**src/emr_pkg.sv**
```systemverilog
// Purpose: constants and types shared by the error manager block
// Assumes: classic wishbone, 32-bit data, byte addresses
// Notes: register offsets are local choices
package emr_pkg;
   // ==========================================
   // register map
   localparam logic [7:0] ADDR_STATUS = 8'h00;
   localparam logic [7:0] ADDR_CARRY = 8'h04;
   localparam logic [7:0] ADDR_SINGLE = 8'h08;
   localparam logic [7:0] ADDR_MULTI = 8'h0c;
   localparam logic [7:0] ADDR_WDT_CNT = 8'h10;
   localparam logic [7:0] ADDR_PAR_CNT = 8'h14;
   localparam logic [7:0] ADDR_FLASH_CNT = 8'h18;
   localparam logic [7:0] ADDR_MASS_CNT = 8'h1c;
   localparam logic [7:0] ADDR_CONTROL = 8'h20;
   localparam logic [7:0] ADDR_BOOT = 8'h24;
   localparam logic [7:0] ADDR_SOFT_RESET = 8'h28;
   localparam logic [7:0] ADDR_MANUAL_CNT = 8'h2c;
   // ==========================================
   // status bit positions
   localparam int ST_IRQ = 0;
   localparam int ST_MANUAL = 1;
   localparam int ST_WDT = 2;
   localparam int ST_CRIT_SINGLE = 3;
   localparam int ST_CRIT_MULTI = 4;
   localparam int ST_NONCRIT_SINGLE = 5;
   localparam int ST_NONCRIT_MULTI = 6;
   localparam int ST_PARITY = 7;
   localparam int ST_MEMCLR = 9;
   localparam int ST_POWER = 10;
   localparam int ST_PULSE = 11;
   localparam int ST_WIDTH = 12;
   // carry bit positions, same order as the seven cause bits of the status register above
   localparam int CF_MANUAL = 1;
   localparam int CF_WDT = 2;
   localparam int CF_SINGLE = 3;
   localparam int CF_MULTI = 4;
   localparam int CF_NONCRIT_SINGLE = 5;
   localparam int CF_NONCRIT_MULTI = 6;
   localparam int CF_PARITY = 7;
   localparam int CF_WIDTH = 8;
   // field positions
   localparam int CNT_W = 4;
   localparam int HI_LSB = 16;
   localparam int CTL_SCRUB = 0;
   localparam int CTL_SOFT_EN = 1;
   localparam int CTL_POWER_EN = 2;
   localparam int BOOT_W = 3;
   localparam int RUN_LSB = 16;
   // ==========================================
   // reset values and highest boot code
   localparam logic [2:0] BOOT_RESET = 3'h0;
   localparam logic [2:0] BOOT_MAX = 3'h5;
   localparam logic SCRUB_RESET = 1'b1;
   localparam logic SOFT_EN_RESET = 1'b0;
   localparam logic POWER_EN_RESET = 1'b1;

   // counter indices
   typedef enum logic [2:0] {
      CNT_WDT = 3'h0,
      CNT_PARITY = 3'h1,
      CNT_FLASH_CORR = 3'h2,
      CNT_FLASH_UNCORR = 3'h3,
      CNT_MASS_CORR = 3'h4,
      CNT_MASS_UNCORR = 3'h5,
      CNT_MANUAL = 3'h6,
      CNT_SPARE = 3'h7
   } emr_cnt_type;

   // error events from the surrounding system, one-cycle pulses
   typedef struct packed {
      logic watchdog;
      logic parity;
      logic flash_corr;
      logic flash_uncorr;
      logic mass_corr;
      logic mass_uncorr;
      logic crit_single;
      logic crit_multi;
      logic noncrit_single;
      logic noncrit_multi;
      logic manual;
   } emr_events_type;

   // reset causes presented at the release of a system reset
   typedef struct packed {
      logic watchdog;
      logic manual;
      logic parity;
      logic crit_single;
      logic crit_multi;
      logic noncrit_single;
      logic noncrit_multi;
   } emr_causes_type;
endpackage : emr_pkg

```
**src/emr_error_manager.sv**
```systemverilog
// Purpose: error manager - reset causes, error counters, boot select and enables
// Assumes: classic wishbone slave, single clock, inputs synchronous to clk_i
// Notes: counters and sticky flags are reset only by rst_i, not by the system reset they record
//
// Chosen here: the register addresses and register access over Wishbone.
`timescale 1ns/1ps
module emr_error_manager (
   input wire logic clk_i, // 100 MHz system clock
   input wire logic rst_i, // synchronous power-on reset, active high
   input wire logic wb_cyc_i, // wishbone cycle
   input wire logic wb_stb_i, // wishbone strobe
   input wire logic wb_we_i, // wishbone write enable
   input wire logic [7:0] wb_adr_i, // wishbone byte address
   input wire logic [3:0] wb_sel_i, // wishbone byte selects
   input wire logic [31:0] wb_dat_i, // wishbone write data
   output logic [31:0] wb_dat_o, // wishbone read data
   output logic wb_ack_o, // wishbone acknowledge
   output logic wb_err_o, // wishbone error on unmapped address
   input wire emr_pkg::emr_events_type events_i, // error event pulses
   input wire logic cause_valid_i, // pulse: reset causes below are valid
   input wire emr_pkg::emr_causes_type causes_i, // cause of the last system reset
   input wire logic pulse_cmd_i, // pulse command seen
   input wire logic power_loss_i, // power loss signal
   input wire logic memory_cleared_i, // scrubber memory cleared level
   input wire logic [2:0] running_image_i, // image now running
   output logic [2:0] next_boot_image_select_o, // image to load on reboot
   output logic scrubber_enable_o, // scrubber on
   output logic power_loss_enable_o, // power loss detection on
   output logic software_reset_o, // one-cycle system reset request
   output logic irq_o // interrupt pending level
);
   // ==========================================
   // bus decode
   logic req;
   logic wr;
   logic hit;
   logic [31:0] rdata;
   logic [31:0] wmask;
   assign req = wb_cyc_i & wb_stb_i & ~wb_ack_o & ~wb_err_o;
   assign wr = req & wb_we_i & hit;
   assign wmask = {{8{wb_sel_i[3]}}, {8{wb_sel_i[2]}}, {8{wb_sel_i[1]}}, {8{wb_sel_i[0]}}};

   logic [31:0] wd;
   assign wd = wb_dat_i & wmask;

   // ==========================================
   // counters
   logic [emr_pkg::CNT_W-1:0] cnt [8];
   logic [7:0] cnt_event;
   logic [7:0] cnt_load;
   logic [emr_pkg::CNT_W-1:0] cnt_wdata [8];
   logic [7:0] cnt_wrap;

   always_comb
   begin
      cnt_event = '0;
      cnt_event[emr_pkg::CNT_WDT] = events_i.watchdog;
      cnt_event[emr_pkg::CNT_PARITY] = events_i.parity;
      cnt_event[emr_pkg::CNT_FLASH_CORR] = events_i.flash_corr;
      cnt_event[emr_pkg::CNT_FLASH_UNCORR] = events_i.flash_uncorr;
      cnt_event[emr_pkg::CNT_MASS_CORR] = events_i.mass_corr;
      cnt_event[emr_pkg::CNT_MASS_UNCORR] = events_i.mass_uncorr;
      cnt_event[emr_pkg::CNT_MANUAL] = events_i.manual;
   end

   // each counter register holds one counter in bits 3:0, or two in 3:0 and 19:16
   always_comb
   begin
      cnt_load = '0;
      for (int i = 0; i < 8; i++)
      begin
         cnt_wdata[i] = wb_dat_i[emr_pkg::CNT_W-1:0];
      end
      cnt_wdata[emr_pkg::CNT_FLASH_UNCORR] = wb_dat_i[emr_pkg::HI_LSB +: emr_pkg::CNT_W];
      cnt_wdata[emr_pkg::CNT_MASS_UNCORR] = wb_dat_i[emr_pkg::HI_LSB +: emr_pkg::CNT_W];
      if (wr)
      begin
         case (wb_adr_i)
            emr_pkg::ADDR_WDT_CNT: cnt_load[emr_pkg::CNT_WDT] = wb_sel_i[0];
            emr_pkg::ADDR_PAR_CNT: cnt_load[emr_pkg::CNT_PARITY] = wb_sel_i[0];
            emr_pkg::ADDR_MANUAL_CNT: cnt_load[emr_pkg::CNT_MANUAL] = wb_sel_i[0];
            emr_pkg::ADDR_FLASH_CNT:
            begin
               cnt_load[emr_pkg::CNT_FLASH_CORR] = wb_sel_i[0];
               cnt_load[emr_pkg::CNT_FLASH_UNCORR] = wb_sel_i[2];
            end
            emr_pkg::ADDR_MASS_CNT:
            begin
               cnt_load[emr_pkg::CNT_MASS_CORR] = wb_sel_i[0];
               cnt_load[emr_pkg::CNT_MASS_UNCORR] = wb_sel_i[2];
            end
            default: cnt_load = '0;
         endcase
      end
   end

   genvar g;
   generate
      for (g = 0; g < 8; g++)
      begin : g_cnt
         // a load wins over an event in the same cycle: software owns the value it writes
         assign cnt_wrap[g] = cnt_event[g] & ~cnt_load[g] & (&cnt[g]);
         always_ff @(posedge clk_i)
         begin
            if (rst_i)
               cnt[g] <= '0;
            else if (cnt_load[g])
               cnt[g] <= cnt_wdata[g];
            else if (cnt_event[g])
               cnt[g] <= cnt[g] + 4'h1;
         end
      end
   endgenerate

   // sdram edac counters: single and multiple, critical and noncritical
   logic [emr_pkg::CNT_W-1:0] crit_single_count;
   logic [emr_pkg::CNT_W-1:0] noncrit_single_count;
   logic [emr_pkg::CNT_W-1:0] crit_multi_count;
   logic [emr_pkg::CNT_W-1:0] noncrit_multi_count;
   logic [3:0] edac_wrap;
   logic wr_single;
   logic wr_multi;
   assign wr_single = wr & (wb_adr_i == emr_pkg::ADDR_SINGLE);
   assign wr_multi = wr & (wb_adr_i == emr_pkg::ADDR_MULTI);
   assign edac_wrap[0] = events_i.crit_single & ~(wr_single & wb_sel_i[0]) & (&crit_single_count);
   assign edac_wrap[1] = events_i.crit_multi & ~(wr_multi & wb_sel_i[0]) & (&crit_multi_count);
   assign edac_wrap[2] = events_i.noncrit_single & ~(wr_single & wb_sel_i[2]) & (&noncrit_single_count);
   assign edac_wrap[3] = events_i.noncrit_multi & ~(wr_multi & wb_sel_i[2]) & (&noncrit_multi_count);

   always_ff @(posedge clk_i)
   begin
      if (rst_i)
      begin
         crit_single_count <= '0;
         noncrit_single_count <= '0;
      end
      else
      begin
         if (wr_single & wb_sel_i[0])
            crit_single_count <= wb_dat_i[emr_pkg::CNT_W-1:0];
         else if (events_i.crit_single)
            crit_single_count <= crit_single_count + 4'h1;
         if (wr_single & wb_sel_i[2])
            noncrit_single_count <= wb_dat_i[emr_pkg::HI_LSB +: emr_pkg::CNT_W];
         else if (events_i.noncrit_single)
            noncrit_single_count <= noncrit_single_count + 4'h1;
      end
   end

   always_ff @(posedge clk_i)
   begin
      if (rst_i)
      begin
         crit_multi_count <= '0;
         noncrit_multi_count <= '0;
      end
      else
      begin
         if (wr_multi & wb_sel_i[0])
            crit_multi_count <= wb_dat_i[emr_pkg::CNT_W-1:0];
         else if (events_i.crit_multi)
            crit_multi_count <= crit_multi_count + 4'h1;
         if (wr_multi & wb_sel_i[2])
            noncrit_multi_count <= wb_dat_i[emr_pkg::HI_LSB +: emr_pkg::CNT_W];
         else if (events_i.noncrit_multi)
            noncrit_multi_count <= noncrit_multi_count + 4'h1;
      end
   end

   // ==========================================
   // carry flags: set wins over write-one clear
   logic [emr_pkg::CF_WIDTH-1:0] carry;
   logic [emr_pkg::CF_WIDTH-1:0] carry_set;
   logic [emr_pkg::CF_WIDTH-1:0] carry_clr;
   always_comb
   begin
      carry_set = '0;
      carry_set[emr_pkg::CF_WDT] = cnt_wrap[emr_pkg::CNT_WDT];
      carry_set[emr_pkg::CF_PARITY] = cnt_wrap[emr_pkg::CNT_PARITY];
      carry_set[emr_pkg::CF_MANUAL] = cnt_wrap[emr_pkg::CNT_MANUAL];
      carry_set[emr_pkg::CF_SINGLE] = edac_wrap[0];
      carry_set[emr_pkg::CF_MULTI] = edac_wrap[1];
      carry_set[emr_pkg::CF_NONCRIT_SINGLE] = edac_wrap[2];
      carry_set[emr_pkg::CF_NONCRIT_MULTI] = edac_wrap[3];
   end
   assign carry_clr = (wr && wb_adr_i == emr_pkg::ADDR_CARRY) ? wd[emr_pkg::CF_WIDTH-1:0] : '0;

   always_ff @(posedge clk_i)
   begin
      if (rst_i)
         carry <= '0;
      else
         carry <= ((carry & ~carry_clr) | carry_set) & {{(emr_pkg::CF_WIDTH-1){1'b1}}, 1'b0};
   end

   // ==========================================
   // status register
   logic [emr_pkg::ST_WIDTH-1:0] status;
   logic [emr_pkg::ST_WIDTH-1:0] status_set;
   logic [emr_pkg::ST_WIDTH-1:0] status_clr;
   logic power_loss_q;
   logic power_loss_edge;
   logic irq_event;

   // power loss only counts while detection is enabled
   always_ff @(posedge clk_i)
   begin
      if (rst_i)
         power_loss_q <= 1'b0;
      else
         power_loss_q <= power_loss_i;
   end
   assign power_loss_edge = power_loss_i & ~power_loss_q & power_loss_enable_o;
   assign irq_event = power_loss_edge | events_i.noncrit_multi;

   always_comb
   begin
      status_set = '0;
      status_set[emr_pkg::ST_PULSE] = pulse_cmd_i;
      status_set[emr_pkg::ST_POWER] = power_loss_edge;
      status_set[emr_pkg::ST_IRQ] = irq_event;
      if (cause_valid_i)
      begin
         status_set[emr_pkg::ST_PARITY] = causes_i.parity;
         status_set[emr_pkg::ST_NONCRIT_MULTI] = causes_i.noncrit_multi;
         status_set[emr_pkg::ST_NONCRIT_SINGLE] = causes_i.noncrit_single;
         status_set[emr_pkg::ST_CRIT_MULTI] = causes_i.crit_multi;
         status_set[emr_pkg::ST_CRIT_SINGLE] = causes_i.crit_single;
         status_set[emr_pkg::ST_WDT] = causes_i.watchdog;
         status_set[emr_pkg::ST_MANUAL] = causes_i.manual;
      end
   end
   assign status_clr = (wr && wb_adr_i == emr_pkg::ADDR_STATUS) ? wd[emr_pkg::ST_WIDTH-1:0] : '0;

   always_ff @(posedge clk_i)
   begin
      if (rst_i)
         status <= '0;
      else
      begin
         status <= (status & ~status_clr) | status_set;
         // bit 9 follows the scrubber, bit 8 reserved
         status[emr_pkg::ST_MEMCLR] <= memory_cleared_i;
         status[emr_pkg::ST_MEMCLR-1] <= 1'b0;
      end
   end
   assign irq_o = status[emr_pkg::ST_IRQ];

   // ==========================================
   // control: scrubber, soft reset and power loss enables, boot image
   always_ff @(posedge clk_i)
   begin
      if (rst_i)
      begin
         scrubber_enable_o <= emr_pkg::SCRUB_RESET;
         power_loss_enable_o <= emr_pkg::POWER_EN_RESET;
      end
      else if (wr && wb_adr_i == emr_pkg::ADDR_CONTROL && wb_sel_i[0])
      begin
         scrubber_enable_o <= wb_dat_i[emr_pkg::CTL_SCRUB];
         power_loss_enable_o <= wb_dat_i[emr_pkg::CTL_POWER_EN];
      end
   end

   logic soft_reset_enable;
   always_ff @(posedge clk_i)
   begin
      if (rst_i)
         soft_reset_enable <= emr_pkg::SOFT_EN_RESET;
      else if (wr && wb_adr_i == emr_pkg::ADDR_CONTROL && wb_sel_i[0])
         soft_reset_enable <= wb_dat_i[emr_pkg::CTL_SOFT_EN];
   end

   // codes above 0x5 name no image, so such writes are dropped
   always_ff @(posedge clk_i)
   begin
      if (rst_i)
         next_boot_image_select_o <= emr_pkg::BOOT_RESET;
      else if (wr && wb_adr_i == emr_pkg::ADDR_BOOT && wb_sel_i[0] &&
               wb_dat_i[emr_pkg::BOOT_W-1:0] <= emr_pkg::BOOT_MAX)
         next_boot_image_select_o <= wb_dat_i[emr_pkg::BOOT_W-1:0];
   end

   always_ff @(posedge clk_i)
   begin
      if (rst_i)
         software_reset_o <= 1'b0;
      else
         software_reset_o <= wr && wb_adr_i == emr_pkg::ADDR_SOFT_RESET && wb_sel_i[0] &&
                             wb_dat_i[0] && soft_reset_enable;
   end

   // ==========================================
   // read mux and answer
   always_comb
   begin
      hit = 1'b1;
      rdata = '0;
      case (wb_adr_i)
         emr_pkg::ADDR_STATUS: rdata[emr_pkg::ST_WIDTH-1:0] = status;
         emr_pkg::ADDR_CARRY: rdata[emr_pkg::CF_WIDTH-1:0] = carry;
         emr_pkg::ADDR_SINGLE:
         begin
            rdata[emr_pkg::CNT_W-1:0] = crit_single_count;
            rdata[emr_pkg::HI_LSB +: emr_pkg::CNT_W] = noncrit_single_count;
         end
         emr_pkg::ADDR_MULTI:
         begin
            rdata[emr_pkg::CNT_W-1:0] = crit_multi_count;
            rdata[emr_pkg::HI_LSB +: emr_pkg::CNT_W] = noncrit_multi_count;
         end
         emr_pkg::ADDR_WDT_CNT: rdata[emr_pkg::CNT_W-1:0] = cnt[emr_pkg::CNT_WDT];
         emr_pkg::ADDR_PAR_CNT: rdata[emr_pkg::CNT_W-1:0] = cnt[emr_pkg::CNT_PARITY];
         emr_pkg::ADDR_MANUAL_CNT: rdata[emr_pkg::CNT_W-1:0] = cnt[emr_pkg::CNT_MANUAL];
         emr_pkg::ADDR_FLASH_CNT:
         begin
            rdata[emr_pkg::CNT_W-1:0] = cnt[emr_pkg::CNT_FLASH_CORR];
            rdata[emr_pkg::HI_LSB +: emr_pkg::CNT_W] = cnt[emr_pkg::CNT_FLASH_UNCORR];
         end
         emr_pkg::ADDR_MASS_CNT:
         begin
            rdata[emr_pkg::CNT_W-1:0] = cnt[emr_pkg::CNT_MASS_CORR];
            rdata[emr_pkg::HI_LSB +: emr_pkg::CNT_W] = cnt[emr_pkg::CNT_MASS_UNCORR];
         end
         emr_pkg::ADDR_CONTROL:
         begin
            rdata[emr_pkg::CTL_SCRUB] = scrubber_enable_o;
            rdata[emr_pkg::CTL_SOFT_EN] = soft_reset_enable;
            rdata[emr_pkg::CTL_POWER_EN] = power_loss_enable_o;
         end
         emr_pkg::ADDR_BOOT:
         begin
            rdata[emr_pkg::BOOT_W-1:0] = next_boot_image_select_o;
            rdata[emr_pkg::RUN_LSB +: emr_pkg::BOOT_W] = running_image_i;
         end
         emr_pkg::ADDR_SOFT_RESET: rdata = '0;
         default: hit = 1'b0;
      endcase
   end

   always_ff @(posedge clk_i)
   begin
      if (rst_i)
      begin
         wb_ack_o <= 1'b0;
         wb_err_o <= 1'b0;
         wb_dat_o <= '0;
      end
      else
      begin
         wb_ack_o <= req & hit;
         wb_err_o <= req & ~hit;
         wb_dat_o <= (req & hit & ~wb_we_i) ? rdata : '0;
      end
   end
endmodule : emr_error_manager

```
**config.mk**
```make
export PLATFORM = sky130hd
export DESIGN_NAME = emr_error_manager
export DESIGN_NICKNAME = d
export VERILOG_FILES = /design/src/emr_pkg.sv /design/src/emr_error_manager.sv
export SDC_FILE = /design/constraint.sdc
export NUM_CORES = 1
export LEC_CHECK = 0
export BUFFER_PORTS_ARGS = -buffer_cell sky130_fd_sc_hd__buf_2
export CORE_ASPECT_RATIO = 1.5
export CORE_MARGIN = 3
export CORE_UTILIZATION = 54
export DETAILED_ROUTE_END_ITERATION = 16
export PLACE_DENSITY_LB_ADDON = 0.12
export SLEW_MARGIN = 5
export SYNTH_ARGS = -nofsm -noshare
export SYNTH_HDL_FRONTEND = slang
export SYNTH_SLANG_ARGS = --single-unit
```
**constraint.sdc**
```tcl
create_clock -name clk_i -period 2.15 [get_ports clk_i]
set_input_delay 0.215 -clock clk_i [delete_from_list [all_inputs] [get_ports clk_i]]
set_output_delay 0.215 -clock clk_i [all_outputs]
set_load 0.01 [all_outputs]
```
**Word-level counts from Yosys, hierarchy flattened**

Memory sizes are Yosys's and may differ from the RTL's.
Cells that the tools add are included.

- Bits in writable memories: 32
- Input port bits: 74
- Register bits after elaboration: 78
- Output and inout port bits: 41
- Memories: 1
- Word-level logic and storage cells: 228

- Multiplexer cells: 92
- Bitwise operators: 67
- Eq/ne operators: 11
- $add $sub $neg: 11
- Reductions and logical operators: 26
- Magnitude comparators: 1

Memory list:

| name | depth | width | rd ports | clocked after memory_dff | wr ports | RTL line | source |
|---|---|---|---|---|---|---|---|
| cnt | 8 | 4 | 7 | 0 | 8 | emr_error_manager.sv:48 | `logic [emr_pkg::CNT_W-1:0] cnt [8];` |

Operator list:

| kind | count |
|---|---|
| $mux W4 | 23 |
| $mux W1 | 58 |
| $add A4 B1 Y4 const B | 11 |
| $pmux W3 S11 | 1 |
| $eq A8 B5 Y1 const B | 4 |
| $eq A8 B6 Y1 const B | 4 |
| $and A1 B1 Y1 | 30 |
| $reduce_and A4 Y1 | 7 |
| $and A12 B12 Y12 | 2 |
| $eq A8 B4 Y1 const B | 2 |
| $or A1 B1 Y1 | 16 |
| $pmux W3 S5 | 1 |
| $mux W7 | 2 |
| $not A1 Y1 | 14 |
| $mux W12 | 1 |
| $not A12 Y12 | 1 |
| $or A12 B12 Y12 | 1 |
| $reduce_or A12 Y1 | 1 |
| $logic_and A1 B1 Y1 | 11 |
| $pmux W1 S9 | 1 |
| $and A8 B8 Y8 | 1 |
| $eq A8 B3 Y1 const B | 1 |
| $logic_not A8 Y1 | 1 |
| $mux W8 | 1 |
| other kinds (9) | 13 |

**Logic depth before layout (Yosys ltp)**

- Word-level depth: 11
- Gate-level depth with buffers: 8

**Worst setup path before layout**

OpenSTA, ideal clock, no wires.

- Path type: register -> register
- From: register wb_err_o
- To: memory cnt[6][1] in the netlist's numbering, data pin
- Library setup time: 0.270 ns
- Period minus slack after synthesis: 1.968 ns
- Cell stages (with the launch flop): 6
- Slack: 0.182 ns
- Data required time: 1.880 ns
- Arrival time: 1.698 ns
- Cell sequence: dfxtp_1 > and4bb_2 > nand3_2 > or4_1 > nand3_1 > a21oi_1

RTL lines:

| item | RTL line | source |
|---|---|---|
| from (decl) | emr_error_manager.sv:18 | `output logic wb_err_o,` |
| from (signal assigned) | emr_error_manager.sv:352 | `wb_err_o <= req & ~hit;` |
| to (decl) | emr_error_manager.sv:48 |  |

==> impl_metrics.ini <==
[sta]
finClkSkew_ns = 0.00773
hold_viol = 0
rsz0062_at_grt = false
slew_headroom_pct = 64.0
period_share_pct = 93.4
slew_viol_final = 0
setup_viol = 0
clock.fmax_mhz = 498
tightestPinTransition_ns = 0.535
min_period_ns = 2.01
setup_tns_ns = 0

[floorplanning]
core_sq_um = 8830
dieArea_sq_um = 10300
die_w_microns = 83.9
ios = 115
die_height_microns = 123
row_count = 42
initial_core_util_pct = 55.7

[global_routing]
grt_max_degree = 45
grt_pass1_vias = 4313
grt_pass1_wl_microns = 22600
track_usage_pct = 28.4
antenna_found_initial = 0
gr-total-overflow = 0

[detailed_routing]
viasPerCell = 6.00
routed_wl_microns = 14400
routedWlPerCell_microns = 18.8
first_pass_iters = 6
drc = 0
dr.first_iter.drc_count = 485
antenna_left = 0
num_vias = 4610

[flow_run]
maxCapViolations = 0

[power]
power.density_nw_per_um2 = 659
worst_ir_drop_vdd_mv = 0.629
pwr-share-clk_pct = 40.6
internal_power_mw = 2.86
p_leak_nw = 2.34
p_sw_mw = 0.992
pwr-share-comb_pct = 11.3
p_seq_share_pct = 48.0
swShare_pct = 25.8

[critical_path]
startpoint_type = flop
crit_path_end_kind = flop
worst_path_max_delay_cell = nor4_4
path_max_fanout = 7
worstSetupPathType = reg2reg
critical-path-top-delay-family = simple AND/OR/NAND/NOR gates
max_stage_delay_ns = 0.45
critical_path.cell_chain = and4bb_2 -> nand3_2 -> buf_4 -> nor4_4 -> or3_1
cp.arrival_ns = 2.04
required_ns = 2.19
path_buf_inv = 1

[cts]
holdBufCountCts = 0
ctsRootBufferMaster = clkbuf_16
path_clk_slew_ns = 0.07
cts_htree_levels = 3
insertion_delay_ns = 0.34
cts_made_buffers = 9
cts_resized = 0
tritoncts = done
clk_path_buf_depth = 2
post-cts-setup-buffers = 0
clock_sinks = 87

[finish]
final_common_cell = buf_2
drive_gt1_share_pct = 24.0
final_cell_mix = 78 x buf_2, 63 x nand2_1, 59 x dfxtp_1
antennaDiodeCount = 0
area_growth_pct = 18.7
final_core_util_pct = 66.2
nNetsFinal = 738

[yosys]
synth.avg_cell_area_sq_um = 8.85
synth_edf_count = 28
synth-seq-cells = 87
synth.largest_area_cell = dfxtp_1
ys.warnings.count = 0
synth_top_area_share_pct = 24.0
syn_area_sq_um = 4920
postSynthCellCount = 556
synth_area_leaders = dfxtp_1 24%, edfxtp_1 17%, nand2_1 4.8%
synthFlopType = dfxtp_1
synth_cell_types = 58
async_flop_share_pct = 0
yosysSeqAreaShare_pct = 41.1

[status]
status = completed

[place]
hpwl_microns = 11000
place.gp.congestion = 0.942
port_buffers = 78

[min_path]
hp-class = in2reg
-- sequential cells by signal, indices dropped and copies added (netlist names) --
register	cells
crit_single_count	4
carry	7
scrubber_enable_o	1
next_boot_image_select_o	3
soft_reset_enable	1
wb_err_o	1
wb_ack_o	1
noncrit_single_count	4
software_reset_o	1
power_loss_q	1
power_loss_enable_o	1
status	11
noncrit_multi_count	4
wb_dat_o	15
crit_multi_count	4
cnt	28
-- tightest hold or removal path, delay by kind of cell --
| kind | cells | cell delay (ns) |
|---|---|---|
| AND/OR/NAND/NOR | 1 | 0.06 |
| AO/OA/AOI/OAI | 1 | 0.03 |
| buffers and inverters | 1 | 0.08 |
-- per-layer routing --
metal  vias to the layer above  part of all wire (%)  wire length (microns)  track usage (%)
met5                         -                     0                      0                0
li1                       2192                     -                      -                -
met2                       205                    50                   7240             48.3
met1                      2163                    39                   5630             34.2
met4                         0                   4.7                    680             15.2
met3                        50                   6.2                    893             5.13
-- power by group through the flow --
stage | Combinational (mW) | Clock [mW] | Sequential (mW)
after floorplan | 0.285 | 0 | 1.86
after global placement | 0.416 | 0 | 1.88
after detailed placement | 0.426 | 0 | 1.89
after CTS | 0.430 | 1.58 | 1.85
after global routing | 0.479 | 1.68 | 1.86
final | 0.435 | 1.57 | 1.85
-- cells by family (layout without fill, tap and decap cells) --
family          count (synthesis)  after routing  share of synthesized area (%)
flops                          87             87                           41.1
fa+ha+maj                      11             11                           2.80
xor+xnor                       26             26                           4.63
other cells                     1             17                         0.0762
buf+inv                        52            138                           5.67
compound gates                115            115                           14.2
mux                            23             23                           4.88
simple gates                  241            241                           26.7
-- metrics by stage --
| step | cells | instance area, sq um | worst slack (ns) | hold slack [ns] | power (mW) |
|---|---|---|---|---|---|
| 2_1_floorplan | 572 | 4980 | 0.182 | 0.332 | 2.14 |
| 3_3_place_gp | 752 | 5550 | 0.0830 | 0.420 | 2.30 |
| 3_5_place_dp | 752 | 5550 | 0.0282 | 0.437 | 2.31 |
| 4_1_cts | 768 | 5840 | 0.127 | 0.0738 | 3.86 |
| 5_1_grt | 768 | 5840 | 0.0177 | 0.0691 | 4.01 |
| 6_report | 768 | 5840 | 0.142 | 0.0739 | 3.85 |
-- area by class of cell --
type	count	area (sq um)
flip-flops and latches	87	2020
inverters	3	11.3
well taps	110	138
multi-input cells	433	2680
clock inverters	7	67.6
clock buffers	9	225
fillers	787	2990
repair buffers	119	698
-- Yosys cell counts (3+ instances only) --
| cell | number |
|---|---|
| and3_1 | 8 |
| mux2_2 | 8 |
| nor3_1 | 10 |
| mux2i_1 | 15 |
| dfxtp_1 | 59 |
| a21oi_1 | 45 |
| buf_2 | 7 |
| nor4_4 | 3 |
| or4b_1 | 4 |
| nor2b_1 | 4 |
| and2_1 | 4 |
| o21ai_0 | 24 |
| nor2_1 | 46 |
| xor2_1 | 13 |
| nand4_1 | 14 |
| a221oi_1 | 3 |
| nand3_1 | 31 |
| nor4_2 | 3 |
| a32oi_1 | 3 |
| clkbuf_1 | 23 |
| ha_1 | 11 |
| a22oi_1 | 11 |
| or3_1 | 14 |
| or4_1 | 3 |
| nand3b_1 | 15 |
| xnor2_1 | 13 |
| edfxtp_1 | 28 |
| a31oi_1 | 4 |
| buf_4 | 18 |
| a211oi_1 | 15 |
| nand2_1 | 63 |
-- path summary, 6_finish.rpt --
check / start / to / slack, ns / cells after the start
max: wb_err_o$_SDFF_PP0_ / cnt[1][0]$_DFFE_PP_ / 0.14 / 5
min: pulse_cmd_i / status[11]$_SDFF_PP0_ / 0.07 / 3
max reg2reg: wb_err_o$_SDFF_PP0_ / cnt[1][0]$_DFFE_PP_ / 0.14 / 5
min reg2reg: status[9]$_SDFF_PP0_ / wb_dat_o[9]$_SDFF_PP0_ / 0.46 / 1
Power figures use the tool's default switching activity.
